--- src/cdm_pkg.sv ---
// Operation
// - load_bank_literal copies 5-bit literal into bank_select_register; flags untouched.
// - load_pc_latch_literal copies 7-bit literal into pc_high_latch; flags untouched.
// - load_work_literal puts 8-bit literal into work register in one cycle.
// - store_work_to_file writes work register to file addressed by 7-bit operand.
// - load option instruction copies work register into option register; flags untouched.
// - store_work_indirect writes work register through indirect pointer 0 or 1.
// - indirect_window addresses hold nothing; they reach the address in the pointer.
// - pointer_mode_field: 00 preinc, 01 predec, 10 postinc, 11 postdec.
// - pre modes address pointer plus/minus one; post modes use old, then step.
// - relative form addresses pointer plus signed offset -32..31; pointer unchanged.
// - indirect_pointer is 16 bits and wraps modulo 65536 on step.
// - pointer updates and indirect stores change no status flag.
package cdm_pkg;
	// ****************************************
	// widths
	// ****************************************
	localparam int BANK_W = 5;
	localparam int PCL_W = 7;
	localparam int DATA_W = 8;
	localparam int FILE_W = 7;
	localparam int PTR_W = 16;
	localparam int OFS_W = 6;
	localparam int STAT_W = 3;
	localparam int PAD_W = PTR_W - BANK_W - FILE_W;

	// ****************************************
	// file addresses of core registers
	// ****************************************
	localparam logic [FILE_W-1:0] WIN0_ADDR = 7'h00;
	localparam logic [FILE_W-1:0] WIN1_ADDR = 7'h01;
	localparam logic [FILE_W-1:0] PTR0_LO_ADDR = 7'h04;
	localparam logic [FILE_W-1:0] PTR0_HI_ADDR = 7'h05;
	localparam logic [FILE_W-1:0] PTR1_LO_ADDR = 7'h06;
	localparam logic [FILE_W-1:0] PTR1_HI_ADDR = 7'h07;

	// ****************************************
	// pointer mode codes and steps
	// ****************************************
	localparam logic [1:0] PM_PRE_INC = 2'h0;
	localparam logic [1:0] PM_PRE_DEC = 2'h1;
	localparam logic [1:0] PM_POST_INC = 2'h2;
	localparam logic [1:0] PM_POST_DEC = 2'h3;
	localparam logic [PTR_W-1:0] PTR_STEP = 16'h0001;

	// ****************************************
	// reset values
	// ****************************************
	localparam logic [DATA_W-1:0] WORK_RST = 8'h00;
	localparam logic [BANK_W-1:0] BANK_RST = 5'h00;
	localparam logic [PCL_W-1:0] PCL_RST = 7'h00;
	localparam logic [DATA_W-1:0] OPTION_RST = 8'hFF;
	localparam logic [STAT_W-1:0] STAT_RST = 3'h0;
	localparam logic [PTR_W-1:0] PTR_RST = 16'h0000;

	typedef enum logic [2:0] {
		CDM_OP_NONE = 3'h0,
		CDM_OP_LOAD_BANK = 3'h1,
		CDM_OP_LOAD_PCL = 3'h2,
		CDM_OP_LOAD_WORK = 3'h3,
		CDM_OP_STORE_FILE = 3'h4,
		CDM_OP_LOAD_OPTION = 3'h5,
		CDM_OP_STORE_IND = 3'h6,
		CDM_OP_STORE_REL = 3'h7
	} cdm_op_t;

	typedef struct packed {
		logic [DATA_W-1:0] work;
		logic [BANK_W-1:0] bank;
		logic [PCL_W-1:0] pcl;
		logic [DATA_W-1:0] option;
		logic [STAT_W-1:0] status;
		logic [PTR_W-1:0] ptr0;
		logic [PTR_W-1:0] ptr1;
		logic mem_we;
		logic [PTR_W-1:0] mem_addr;
		logic [DATA_W-1:0] mem_wdata;
		logic done;
	} cdm_state_t;
endpackage

--- src/cdm_ptr_calc.sv ---
`timescale 1ns/10ps
module cdm_ptr_calc (
	input wire logic [cdm_pkg::PTR_W-1:0] ptr,
	input wire logic [1:0] pointer_mode_field,
	input wire logic rel,
	input wire logic [cdm_pkg::OFS_W-1:0] rel_offset,
	output logic [cdm_pkg::PTR_W-1:0] eff_addr,
	output logic [cdm_pkg::PTR_W-1:0] ptr_next
);
	logic [cdm_pkg::PTR_W-1:0] inc;
	logic [cdm_pkg::PTR_W-1:0] dec;
	logic [cdm_pkg::PTR_W-1:0] sext;

	// 16-bit sums drop the carry, so both ends wrap
	assign inc = ptr + cdm_pkg::PTR_STEP;
	assign dec = ptr - cdm_pkg::PTR_STEP;
	assign sext = {{(cdm_pkg::PTR_W-cdm_pkg::OFS_W){rel_offset[cdm_pkg::OFS_W-1]}}, rel_offset};

	always_comb begin
		eff_addr = ptr;
		ptr_next = ptr;
		if (rel) begin
			eff_addr = ptr + sext;
		end else begin
			case (pointer_mode_field)
				cdm_pkg::PM_PRE_INC: begin
					eff_addr = inc;
					ptr_next = inc;
				end
				cdm_pkg::PM_PRE_DEC: begin
					eff_addr = dec;
					ptr_next = dec;
				end
				cdm_pkg::PM_POST_INC: begin
					ptr_next = inc;
				end
				default: begin
					ptr_next = dec;
				end
			endcase
		end
	end
endmodule

--- src/cdm_addr_map.sv ---
`timescale 1ns/10ps
module cdm_addr_map (
	input wire logic [cdm_pkg::BANK_W-1:0] bank,
	input wire logic [cdm_pkg::FILE_W-1:0] file_addr,
	input wire logic [cdm_pkg::PTR_W-1:0] ptr0,
	input wire logic [cdm_pkg::PTR_W-1:0] ptr1,
	output logic [cdm_pkg::PTR_W-1:0] mem_addr
);
	// windows are decoded in every bank, like other core registers
	always_comb begin
		if (file_addr == cdm_pkg::WIN0_ADDR) begin
			mem_addr = ptr0;
		end else if (file_addr == cdm_pkg::WIN1_ADDR) begin
			mem_addr = ptr1;
		end else begin
			mem_addr = {{cdm_pkg::PAD_W{1'b0}}, bank, file_addr};
		end
	end
endmodule

--- src/cdm_core.sv ---
`timescale 1ns/10ps
module cdm_core (
	input wire logic clk,
	input wire logic rst_n,
	input wire logic instr_valid,
	input cdm_pkg::cdm_op_t op,
	input wire logic [cdm_pkg::DATA_W-1:0] lit,
	input wire logic [cdm_pkg::FILE_W-1:0] file_addr,
	input wire logic ptr_sel,
	input wire logic [1:0] pointer_mode_field,
	input wire logic [cdm_pkg::OFS_W-1:0] rel_offset,
	input wire logic status_load,
	input wire logic [cdm_pkg::STAT_W-1:0] status_din,
	output logic [cdm_pkg::DATA_W-1:0] work_reg,
	output logic [cdm_pkg::BANK_W-1:0] bank_select_register,
	output logic [cdm_pkg::PCL_W-1:0] pc_high_latch,
	output logic [cdm_pkg::DATA_W-1:0] option_reg,
	output logic [cdm_pkg::STAT_W-1:0] status_flags,
	output logic [cdm_pkg::PTR_W-1:0] indirect_pointer0,
	output logic [cdm_pkg::PTR_W-1:0] indirect_pointer1,
	output logic mem_we,
	output logic [cdm_pkg::PTR_W-1:0] mem_addr,
	output logic [cdm_pkg::DATA_W-1:0] mem_wdata,
	output logic instr_done
);
	// ****************************************
	// state and helpers
	// ****************************************
	cdm_pkg::cdm_state_t s_r;
	cdm_pkg::cdm_state_t s_nxt;
	logic [cdm_pkg::PTR_W-1:0] sel_ptr;
	logic [cdm_pkg::PTR_W-1:0] ind_addr;
	logic [cdm_pkg::PTR_W-1:0] ind_next;
	logic [cdm_pkg::PTR_W-1:0] dir_addr;
	logic is_rel;

	assign sel_ptr = ptr_sel ? s_r.ptr1 : s_r.ptr0;
	assign is_rel = (op == cdm_pkg::CDM_OP_STORE_REL);

	// ****************************************
	// address units
	// ****************************************
	cdm_ptr_calc u_ptr_calc (
		.ptr(sel_ptr),
		.pointer_mode_field(pointer_mode_field),
		.rel(is_rel),
		.rel_offset(rel_offset),
		.eff_addr(ind_addr),
		.ptr_next(ind_next)
	);

	cdm_addr_map u_addr_map (
		.bank(s_r.bank),
		.file_addr(file_addr),
		.ptr0(s_r.ptr0),
		.ptr1(s_r.ptr1),
		.mem_addr(dir_addr)
	);

	// ****************************************
	// execute
	// ****************************************
	always_comb begin
		s_nxt = s_r;
		s_nxt.mem_we = 1'b0;
		s_nxt.done = 1'b0;
		if (instr_valid) begin
			s_nxt.done = 1'b1;
			case (op)
				cdm_pkg::CDM_OP_LOAD_BANK: begin
					s_nxt.bank = lit[cdm_pkg::BANK_W-1:0];
				end
				cdm_pkg::CDM_OP_LOAD_PCL: begin
					s_nxt.pcl = lit[cdm_pkg::PCL_W-1:0];
				end
				cdm_pkg::CDM_OP_LOAD_WORK: begin
					s_nxt.work = lit;
				end
				cdm_pkg::CDM_OP_STORE_FILE: begin
					// pointer bytes live in the core, not in data memory
					case (file_addr)
						cdm_pkg::PTR0_LO_ADDR: begin
							s_nxt.ptr0[7:0] = s_r.work;
						end
						cdm_pkg::PTR0_HI_ADDR: begin
							s_nxt.ptr0[15:8] = s_r.work;
						end
						cdm_pkg::PTR1_LO_ADDR: begin
							s_nxt.ptr1[7:0] = s_r.work;
						end
						cdm_pkg::PTR1_HI_ADDR: begin
							s_nxt.ptr1[15:8] = s_r.work;
						end
						default: begin
							s_nxt.mem_we = 1'b1;
							s_nxt.mem_addr = dir_addr;
							s_nxt.mem_wdata = s_r.work;
						end
					endcase
				end
				cdm_pkg::CDM_OP_LOAD_OPTION: begin
					s_nxt.option = s_r.work;
				end
				cdm_pkg::CDM_OP_STORE_IND, cdm_pkg::CDM_OP_STORE_REL: begin
					s_nxt.mem_we = 1'b1;
					s_nxt.mem_addr = ind_addr;
					s_nxt.mem_wdata = s_r.work;
					if (ptr_sel) begin
						s_nxt.ptr1 = ind_next;
					end else begin
						s_nxt.ptr0 = ind_next;
					end
				end
				default: begin
					s_nxt.done = 1'b0;
				end
			endcase
		end
		// flags move only by the outside load; no move here touches them
		if (status_load) begin
			s_nxt.status = status_din;
		end
	end

	always_ff @(posedge clk) begin
		if (!rst_n) begin
			s_r.work <= cdm_pkg::WORK_RST;
			s_r.bank <= cdm_pkg::BANK_RST;
			s_r.pcl <= cdm_pkg::PCL_RST;
			s_r.option <= cdm_pkg::OPTION_RST;
			s_r.status <= cdm_pkg::STAT_RST;
			s_r.ptr0 <= cdm_pkg::PTR_RST;
			s_r.ptr1 <= cdm_pkg::PTR_RST;
			s_r.mem_we <= 1'b0;
			s_r.mem_addr <= cdm_pkg::PTR_RST;
			s_r.mem_wdata <= cdm_pkg::WORK_RST;
			s_r.done <= 1'b0;
		end else begin
			s_r <= s_nxt;
		end
	end

	// ****************************************
	// outputs
	// ****************************************
	assign work_reg = s_r.work;
	assign bank_select_register = s_r.bank;
	assign pc_high_latch = s_r.pcl;
	assign option_reg = s_r.option;
	assign status_flags = s_r.status;
	assign indirect_pointer0 = s_r.ptr0;
	assign indirect_pointer1 = s_r.ptr1;
	assign mem_we = s_r.mem_we;
	assign mem_addr = s_r.mem_addr;
	assign mem_wdata = s_r.mem_wdata;
	assign instr_done = s_r.done;

	logic is_win;
	logic is_preg;
	assign is_win = (file_addr == cdm_pkg::WIN0_ADDR) || (file_addr == cdm_pkg::WIN1_ADDR);
	assign is_preg = (file_addr[6:2] == cdm_pkg::PTR0_LO_ADDR[6:2]);
endmodule

--- config.mk ---
export PLATFORM = sky130hd
export DESIGN_NAME = cdm_core
export DESIGN_NICKNAME = d
export VERILOG_FILES = /design/src/cdm_pkg.sv /design/src/cdm_ptr_calc.sv /design/src/cdm_addr_map.sv /design/src/cdm_core.sv
export SDC_FILE = /design/constraint.sdc
export NUM_CORES = 1
export LEC_CHECK = 0
export BUFFER_PORTS_ARGS = -buffer_cell sky130_fd_sc_hd__clkbuf_2
export CORE_MARGIN = 1.5
export CORE_UTILIZATION = 55
export CTS_BUF_LIST = sky130_fd_sc_hd__clkbuf_8
export DETAILED_ROUTE_END_ITERATION = 8
export PLACE_DENSITY = 0.8
export SYNTH_ARGS = -nofsm -noshare
export SYNTH_HDL_FRONTEND = slang
export SYNTH_SLANG_ARGS = --single-unit
--- constraint.sdc ---
create_clock -name clk -period 6.6 [get_ports clk]
set_clock_uncertainty 0.15 [all_clocks]
set_input_delay 0.66 -clock clk [delete_from_list [all_inputs] [get_ports clk]]
set_output_delay 0.66 -clock clk [all_outputs]
set_load 0.01 [all_outputs]
# Word level (Yosys, flattened, before mapping)

Cells that the tools add are included.

Logic and storage cells: 70
Output and inout bits: 89
Flip-flop bits (word level): 89

Add/sub/neg operators: 3
Muxes and demuxes: 16
Equality and inequality tests: 21
Reductions and logical operators: 17

Operator list:

| kind                                                  | number |
|---|---|
| 2-to-1 mux 16 bit                                     | 8 |
| one-hot mux 57 bit (2 select lines)                   | 1 |
| 2-to-1 mux 8 bit                                      | 4 |
| one-hot mux 16 bit (2 select lines)                   | 1 |
| == test 7 x 3 -> 1 bit, second input constant         | 4 |
| 2-to-1 mux 25 bit                                     | 1 |
| adder 16 x 1 -> 16 bit, second input constant         | 1 |
| adder 16 bit                                          | 1 |
| AND reduction 4 bit                                   | 4 |
| subtractor 16 x 1 -> 16 bit, second input constant    | 1 |
| == test 3 bit, second input constant                  | 4 |
| AND reduction 2 bit                                   | 5 |
| inequality test 2 x 1 -> 1 bit, second input constant | 4 |
| == test 7 x 1 -> 1 bit, second input constant         | 1 |
| zero test 7 bit                                       | 1 |
| OR reduction 7 bit                                    | 1 |
| == test 3 x 2 -> 1 bit, second input constant         | 2 |
| inequality test 2 bit, second input constant          | 3 |
| OR reduction 2 bit                                    | 2 |
| OR reduction 4 bit                                    | 1 |
| == test 3 x 1 -> 1 bit, second input constant         | 1 |
| AND reduction 3 bit                                   | 1 |
| == test 2 x 1 -> 1 bit, second input constant         | 1 |
| == test 2 bit, second input constant                  | 1 |
| other kinds (3)                                       | 3 |

# Depth between registers and ports, before layout

Gate-level depths: netlist (run 1).

Word-level depth: 6
Mapped depth: 14

# Cells and area by module

From an unflattened synthesis (run 1), not the netlist that was laid out.

Cell total of the unflattened synthesis: 710
Area total of the unflattened synthesis: 5957.0 um^2

Modules (own cells, without submodules):

| module       | area an instance (um^2) | instances | cells each | seq. area each (um^2) |
|---|---|---|---|---|
| cdm_core     | 3907.5                  | 1         | 404        | 1781.7 |
| cdm_ptr_calc | 1697.9                  | 1         | 253        | 0.0 |
| cdm_addr_map | 351.6                   | 1         | 53         | 0.0 |

# Worst setup path before layout (run 1)

No wires, ideal clock.

Path kind: input-to-reg
From: input port ptr_sel
To: register mem_addr[15] (netlist name)
Required time: 6.333 ns
Path buffers: 2
Stages on the path: 12
Arrival time: 3.497 ns
Setup slack: 2.836 ns
Cells stage by stage: buf_2 buf_2 mux2i_1 inv_1 ha_1 a211oi_1 o21bai_1 a21oi_2 o311a_1 o21ai_0 or4_1 a32o_1

Word-level cells in the longest chain between the ends: 5
Elaborated cells between the ends (all ways): 7
Classes of those cells: add/sub: 3; mux: 4

RTL lines:

| element                                                               | line                                   | source |
|---|---|---|
| start: declaration                                                    | cdm_core.sv:9                          | `input wire logic ptr_sel,` |
| 2-to-1 mux 16 bit *                                                   | cdm_core.sv:37                         | `assign sel_ptr = ptr_sel ? s_r.ptr1 : s_r.ptr0;` |
| subtractor 16 x 1 -> 16 bit or adder 16 x 1 -> 16 bit (tied branches) | cdm_ptr_calc.sv:16, cdm_ptr_calc.sv:15 |  |
| one-hot mux 16 bit (2 select lines)                                   | cdm_ptr_calc.sv:25                     | `case (pointer_mode_field)` |
| 2-to-1 mux 16 bit *                                                   | cdm_ptr_calc.sv:22                     | `if (rel) begin` |
| one-hot mux 57 bit (2 select lines) *                                 | cdm_core.sv:69                         | `case (op)` |

Mark *: on every way between the ends. The rest lies on a longest branch, timed or not.
A chain may end at the register's enable or synchronous reset.

# Final worst setup path (run 1)

From: input port ptr_sel
To: register mem_addr[15] (netlist name)

Word-level cells in the longest chain between the ends: 5
Elaborated cells between the ends (all ways): 7
Classes of those cells: add/sub: 3; mux: 4

RTL lines:

| element                                                               | line |
|---|---|
| 2-to-1 mux 16 bit *                                                   | cdm_core.sv:37 |
| subtractor 16 x 1 -> 16 bit or adder 16 x 1 -> 16 bit (tied branches) | cdm_ptr_calc.sv:16, cdm_ptr_calc.sv:15 |
| one-hot mux 16 bit (2 select lines)                                   | cdm_ptr_calc.sv:25 |
| 2-to-1 mux 16 bit *                                                   | cdm_ptr_calc.sv:22 |
| one-hot mux 57 bit (2 select lines) *                                 | cdm_core.sv:69 |

Marked as above.

==> results.cfg, run 1 <==
[placed_design]
io_buffers = 122
gp_congestion = 0.960
dpl.hpwl_um = 15400
place_area_um2 = 6910
dp_cells = 1004

[worst_setup_path]
crit_slowest_cell = clkbuf_2
critPathKind = primary input to flip-flop
critPathMaxStageDelay_ns = 0.81
rr_worst_depth = 10
critPathArrivalTime_ns = 4.49
path_max_fanout = 47
worstReg2RegEnd = mem_addr[15]$_SDFFE_PN0P_
startpoint_type = primary input
critPathLaunch = ptr_sel
endpoint = mem_addr[15]$_SDFFE_PN0P_
reg2reg_from = indirect_pointer1[1]$_SDFFE_PN0P_
end_kind = flip-flop
worstPathRequired_ns = 6.73
worstPathCellList = clkbuf_2, mux2i_1, inv_1, ha_1, a211oi_1, o21bai_1, a21oi_2, o311a_1, o21ai_0, or4_1, a32o_1
ff2ff_setup_slack_ns = 3.04

[drt]
post_drt_wl_per_cell_um = 20.7
dr.first_iter.drc_count = 605
routed_via_density = 6.44
wirelength_um = 21100
drtAntennaViolNets = 0
drc_errors = 0
firstDrtPassIters = 5
vias = 6572

[finish]
layoutNonFillerInstCount = 1020
syn_to_final_growth_pct = 13.0
finalInstanceArea_um2 = 7100
final-seq-area_um2 = 1780
final_common_cell = clkbuf_2
n_antenna_cell = 0
mostFrequentLayoutCells = clkbuf_2, nand2_1, dfxtp_1
nNetsFinal = 927
multi_input_area_um2 = 4220
drive_gt1_share_pct = 20.2
n_fill_cell = 973

[clocking]
cts_buffers = 9
cts_hold_buf = 0
cts_max_level = 3
cts_sinks = 89
clkSlewWorstSetupHoldPaths_ns = 0.10
post_cts_buffers = 0
cts_buffer_depth = 2
clk_latency_ns = 0.39
cts_root_buf = clkbuf_8
cts-resized-gates = 0
cts_tree = yes

[timing]
slew_headroom_pct = 25.3
slew_violations = 0
min_period_over_period_pct = 66.0
fmax_ghz = 0.230
grt_setup_unrepaired = no
finalHoldViolations = 0
min_period_ns = 4.36
setup_viol = 0
setup_tns_ns = 0
tightest_slew_ns = 1.12

[power_and_ir_drop]
vdd_drop_max_mv = 0.136
p_leak_nw = 2.96
power_frac_seq_pct = 48.1
p_clk_share_pct = 32.0
p_switching_mw = 0.391
switching_share_pct = 33.1
comb_power_share_pct = 19.9
p_int_mw = 0.790
p_per_area_nw_per_um2 = 166

[synthesis]
ys.flop_type = dfxtp_1
synth_edf_count = 0
netlist_area_um2 = 6280
synthCells = 786
syn_area_per_cell_um2 = 7.99
yosys_register_bits = 89
yosysWarningCount = 0
synth_nets = 838
ys_types = 86
synthArstFlopShare_pct = 0
ys_seq_area_share_pct = 28.4

[global_route]
overflow = 0
grt_antenna_before_repair = 0
grt_usage_pct = 35.6
grt_max_degree = 98
grt_pass1_vias = 6082
grt_pass1_wl_um = 32400

[worst_hold_path]
worstHoldPathType = flip-flop to flip-flop

[floorplan]
io-pin-count = 123
row_count = 38
fp.coreArea_um2 = 11000
start_util_pct = 57.2
die_w_um = 110
die_area_um2 = 12100
die_h_um = 110

[status]
status = finished clean

[flow_run]
cap_violations = 0
==> critical path: cells and delay by family <==
family          cells  cell delay (ns)
fa+ha+maj           1             0.32
mux                 1             0.63
simple gates        1             0.53
buf+inv             2             0.98
compound gates      6             1.36
==> per-layer routing <==
layer	share of wire, %	vias to the layer above	global-route usage (%)
li1	-	3082	-
met1	41	3099	45.1
met2	46	320	57.3
met3	7.2	71	5.39
met4	5.3	0	20.3
met5	0	-	0
==> cells in the mapped netlist, types with 4 or more instances <==
master	number	area (µm²)
nand2_1	97	364
dfxtp_1	89	1780
a21oi_1	58	290
mux2i_1	52	521
o21ai_0	52	260
nor2_1	39	146
clkbuf_1	30	113
nor2b_1	28	175
nand3_1	25	125
a21boi_0	18	135
ha_1	17	213
inv_1	17	63.8
xnor2_1	16	140
nand2b_1	15	93.8
nor3_1	13	65.1
a31oi_1	11	68.8
buf_2	11	55.1
nand4_1	11	68.8
o22ai_1	10	62.6
a211oi_1	9	67.6
nor3b_1	7	52.6
o211ai_1	7	52.6
and2_1	6	37.5
and3_1	6	37.5
buf_1	6	22.5
o21ai_1	6	30.0
o31ai_1	6	45.0
xor2_1	6	52.6
a22oi_1	5	37.5
o21bai_1	5	37.5
o32ai_1	5	43.8
a221oi_1	4	35.0
and4b_1	4	40.0
inv_2	4	15.0
mux2_2	4	45.0
o21a_1	4	30.0
o32a_1	4	40.0
or4_1	4	30.0
==> layout make-up <==
type | count | area share [%]
multi-input combinational | 626 | 59.4
sequential | 89 | 25.1
timing repair buffer | 128 | 9.23
tap | 140 | 2.47
clock buffer | 9 | 1.74
inverter | 21 | 1.11
clock inverter | 7 | 0.951
==> worst min-delay path by stage <==
stage,endpoint,cells past startpoint,startpoint
floorplan,mem_wdata[7]$_SDFFE_PN0P_,2,mem_wdata[7]$_SDFFE_PN0P_
global placement,mem_wdata[0]$_SDFFE_PN0P_,2,mem_wdata[0]$_SDFFE_PN0P_
detailed placement,mem_wdata[3]$_SDFFE_PN0P_,2,mem_wdata[3]$_SDFFE_PN0P_
CTS,mem_wdata[3]$_SDFFE_PN0P_,2,mem_wdata[3]$_SDFFE_PN0P_
global route,mem_wdata[3]$_SDFFE_PN0P_,2,mem_wdata[3]$_SDFFE_PN0P_
finish,mem_wdata[5]$_SDFFE_PN0P_,2,mem_wdata[5]$_SDFFE_PN0P_
==> power by group through the flow <==
stage,logic (mW),clock network [mW],registers [mW]
2_1_floorplan,0.152,0,0.583
3_3_place_gp,0.227,0,0.579
3_5_place_dp,0.231,0,0.580
4_1_cts,0.232,0.384,0.567
5_1_grt,0.255,0.405,0.570
6_report,0.235,0.378,0.568
==> through the flow <==
stage / power (mW) / utilization [%] / hold slack [ns] / setup slack, ns
floorplan: 0.735 / - / 0.335 / 2.84
global placement: 0.806 / 62.9 / 0.301 / 2.07
detailed placement: 0.811 / 62.9 / 0.310 / 1.92
CTS: 1.18 / 64.7 / 0.323 / 2.32
global route: 1.23 / 64.7 / 0.342 / 2.02
finish: 1.18 / 64.7 / 0.321 / 2.24
==> kinds of logic (layout without fill, tap and decap cells) <==
kind of cell	Yosys count	after routing	synth area share, %
multiplexers	61	61	10.2
XOR/XNOR	22	22	3.07
flip-flops	89	89	28.4
AND/OR/NAND/NOR	283	283	24.1
buffers and inverters	71	165	4.70
adder cells (fa/ha/maj)	18	18	3.70
AO/OA/AOI/OAI	242	242	25.9
Power figures use the tool's default switching activity.
==> run 2: changes to the inputs <==
CORE_UTILIZATION = 52   (was 55)
PLACE_DENSITY = 0.79   (was 0.8)
clock period = 3.8 ns   (was 6.6 ns; I/O delays follow)
==> run 2 against run 1 <==
  * Sequential share of layout area fell by 0.45 points
  * Sequential power rose by 73%
  * Routed wire length fell by 3.7%
  * Count of clock-buffer cells in the layout rose by 1
  * Largest cell class unchanged
==> results.cfg, run 2 (synthesis results as in run 1) <==
[power_and_ir_drop]
p_int_mw = 1.39
vdd_drop_max_mv = 0.331
switching_share_pct = 32.0
power_frac_seq_pct = 48.3
p_leak_nw = 3.04
p_clk_share_pct = 31.3
p_per_area_nw_per_um2 = 282
power_mw = 2.04
comb_power_share_pct = 20.3
p_switching_mw = 0.653

[worst_setup_path]
reg2reg_from = indirect_pointer1[0]$_SDFFE_PN0P_
crit_slowest_cell = a211oi_1
critPathMaxStageDelay_ns = 0.54
worstPathRequired_ns = 3.94
critPathLaunch = ptr_sel
startpoint_type = primary input
path_max_fanout = 41
critPathArrivalTime_ns = 3.30
end_kind = flip-flop
critPathKind = primary input to flip-flop
worstPathCellList = clkbuf_2, buf_12, mux2i_1, inv_1, ha_1, a21oi_1, o21ai_0, a211oi_1, o21ai_0, nor2_1, a21oi_1, o31a_1

[global_route]
grt_pass1_vias = 6133
grt_max_degree = 62
overflow = 0
grt_antenna_before_repair = 0
grt_pass1_wl_um = 32200
grt_usage_pct = 31.7

[timing]
min_period_over_period_pct = 83.2
min_period_ns = 3.16
tightest_slew_ns = 1.10
slew_violations = 0
setup_viol = 0
finalHoldViolations = 0
setup_tns_ns = 0
fmax_ghz = 0.316
grt_setup_unrepaired = no
slew_headroom_pct = 26.4

[drt]
post_drt_wl_per_cell_um = 19.5
drtAntennaViolNets = 0
drc_errors = 0
vias = 6595
wirelength_um = 20300
routed_via_density = 6.35
dr.first_iter.drc_count = 754
firstDrtPassIters = 6

[clocking]
clkSlewWorstSetupHoldPaths_ns = 0.10
cts-resized-gates = 0
cts_tree = yes
post_cts_buffers = 0
cts_buffer_depth = 2
cts_sinks = 89
cts_buffers = 9
cts_hold_buf = 0
cts_root_buf = clkbuf_8
clk_latency_ns = 0.38
cts_max_level = 3

[floorplan]
die_w_um = 113
die_area_um2 = 12800
start_util_pct = 54.1
io-pin-count = 123
die_h_um = 113
row_count = 39
fp.coreArea_um2 = 11600

[finish]
final-seq-area_um2 = 1780
syn_to_final_growth_pct = 15.1
mostFrequentLayoutCells = clkbuf_2, nand2_1, dfxtp_1
drive_gt1_share_pct = 21.7
n_antenna_cell = 0
final_common_cell = clkbuf_2
nNetsFinal = 943
n_fill_cell = 1088
multi_input_area_um2 = 4220

[status]
status = finished clean

[placed_design]
io_buffers = 122
gp_congestion = 0.961
dpl.hpwl_um = 14700

[worst_hold_path]
worstHoldStart = lit[5]
worstHoldPathType = primary input to flip-flop

[flow_run]
cap_violations = 0
## run 2: cell types whose count changed in the layout (fill, tap and decap cells not counted), sizes merged
cell	previous run	this run
clkbuf	131	132
clkinvlp	1	0
inv	26	25
buf	6	22
clkinv	1	2
## run 2: power groups by stage
stage               combinational (mW)  sequential, mW  clock [mW]
finish                           0.415           0.985       0.639
global route                     0.449           0.988       0.686
global placement                 0.401            1.01           0
CTS                              0.407           0.984       0.652
detailed placement               0.405            1.01           0
floorplan                        0.264            1.01           0
## run 2: per-stage QoR
stage / utilization [%] / setup slack, ns / cell area (µm²) / hold slack (ns) / instances
6_report: 62.3 / 0.637 / 7230 / 0.0981 / 1039
5_1_grt: 62.3 / 0.379 / 7230 / 0.0978 / 1039
4_1_cts: 62.3 / 0.710 / 7230 / 0.0805 / 1039
3_5_place_dp: 60.7 / 0.321 / 7050 / 0.307 / 1023
3_3_place_gp: 60.7 / 0.370 / 7050 / 0.304 / 1023
2_1_floorplan: - / 0.316 / 6280 / 0.335 / 786
## run 2: cell type report
cell class,instances,share of cell area (%)
Tap cell,143,2.47
Clock inverter,6,0.657
Sequential cell,89,24.6
Inverter,21,1.09
Timing Repair Buffer,144,10.9
Clock buffer,10,1.90
Multi-Input combinational cell,626,58.3
## run 2: per-layer routing
| metal | GRT usage, % | share of wire (%) | routed length [µm] | vias up |
|---|---|---|---|---|
| li1 | - | - | - | 3099 |
| met1 | 42.2 | 43 | 8780 | 3082 |
| met2 | 49.9 | 45 | 9110 | 350 |
| met3 | 6.11 | 8.1 | 1640 | 64 |
| met4 | 14.2 | 3.8 | 762 | 0 |
| met5 | 0 | 0 | 0 | - |
## run 2: worst paths after layout
kind	endpoint	slack, ns	cells after the start
min	work_reg[5]$_SDFFE_PN0P_	0.1	3
max	mem_addr[12]$_SDFFE_PN0P_	0.64	12
min reg2reg	mem_wdata[0]$_SDFFE_PN0P_	0.32	2
max reg2reg	mem_addr[15]$_SDFFE_PN0P_	0.70	10
## run 2: worst max-delay path, delay by kind of cell
kind | cells | cell delay, ns
compound gates | 6 | 1.42
mux | 1 | 0.36
buf+inv | 3 | 0.60
fa+ha+maj | 1 | 0.36
simple gates | 1 | 0.13
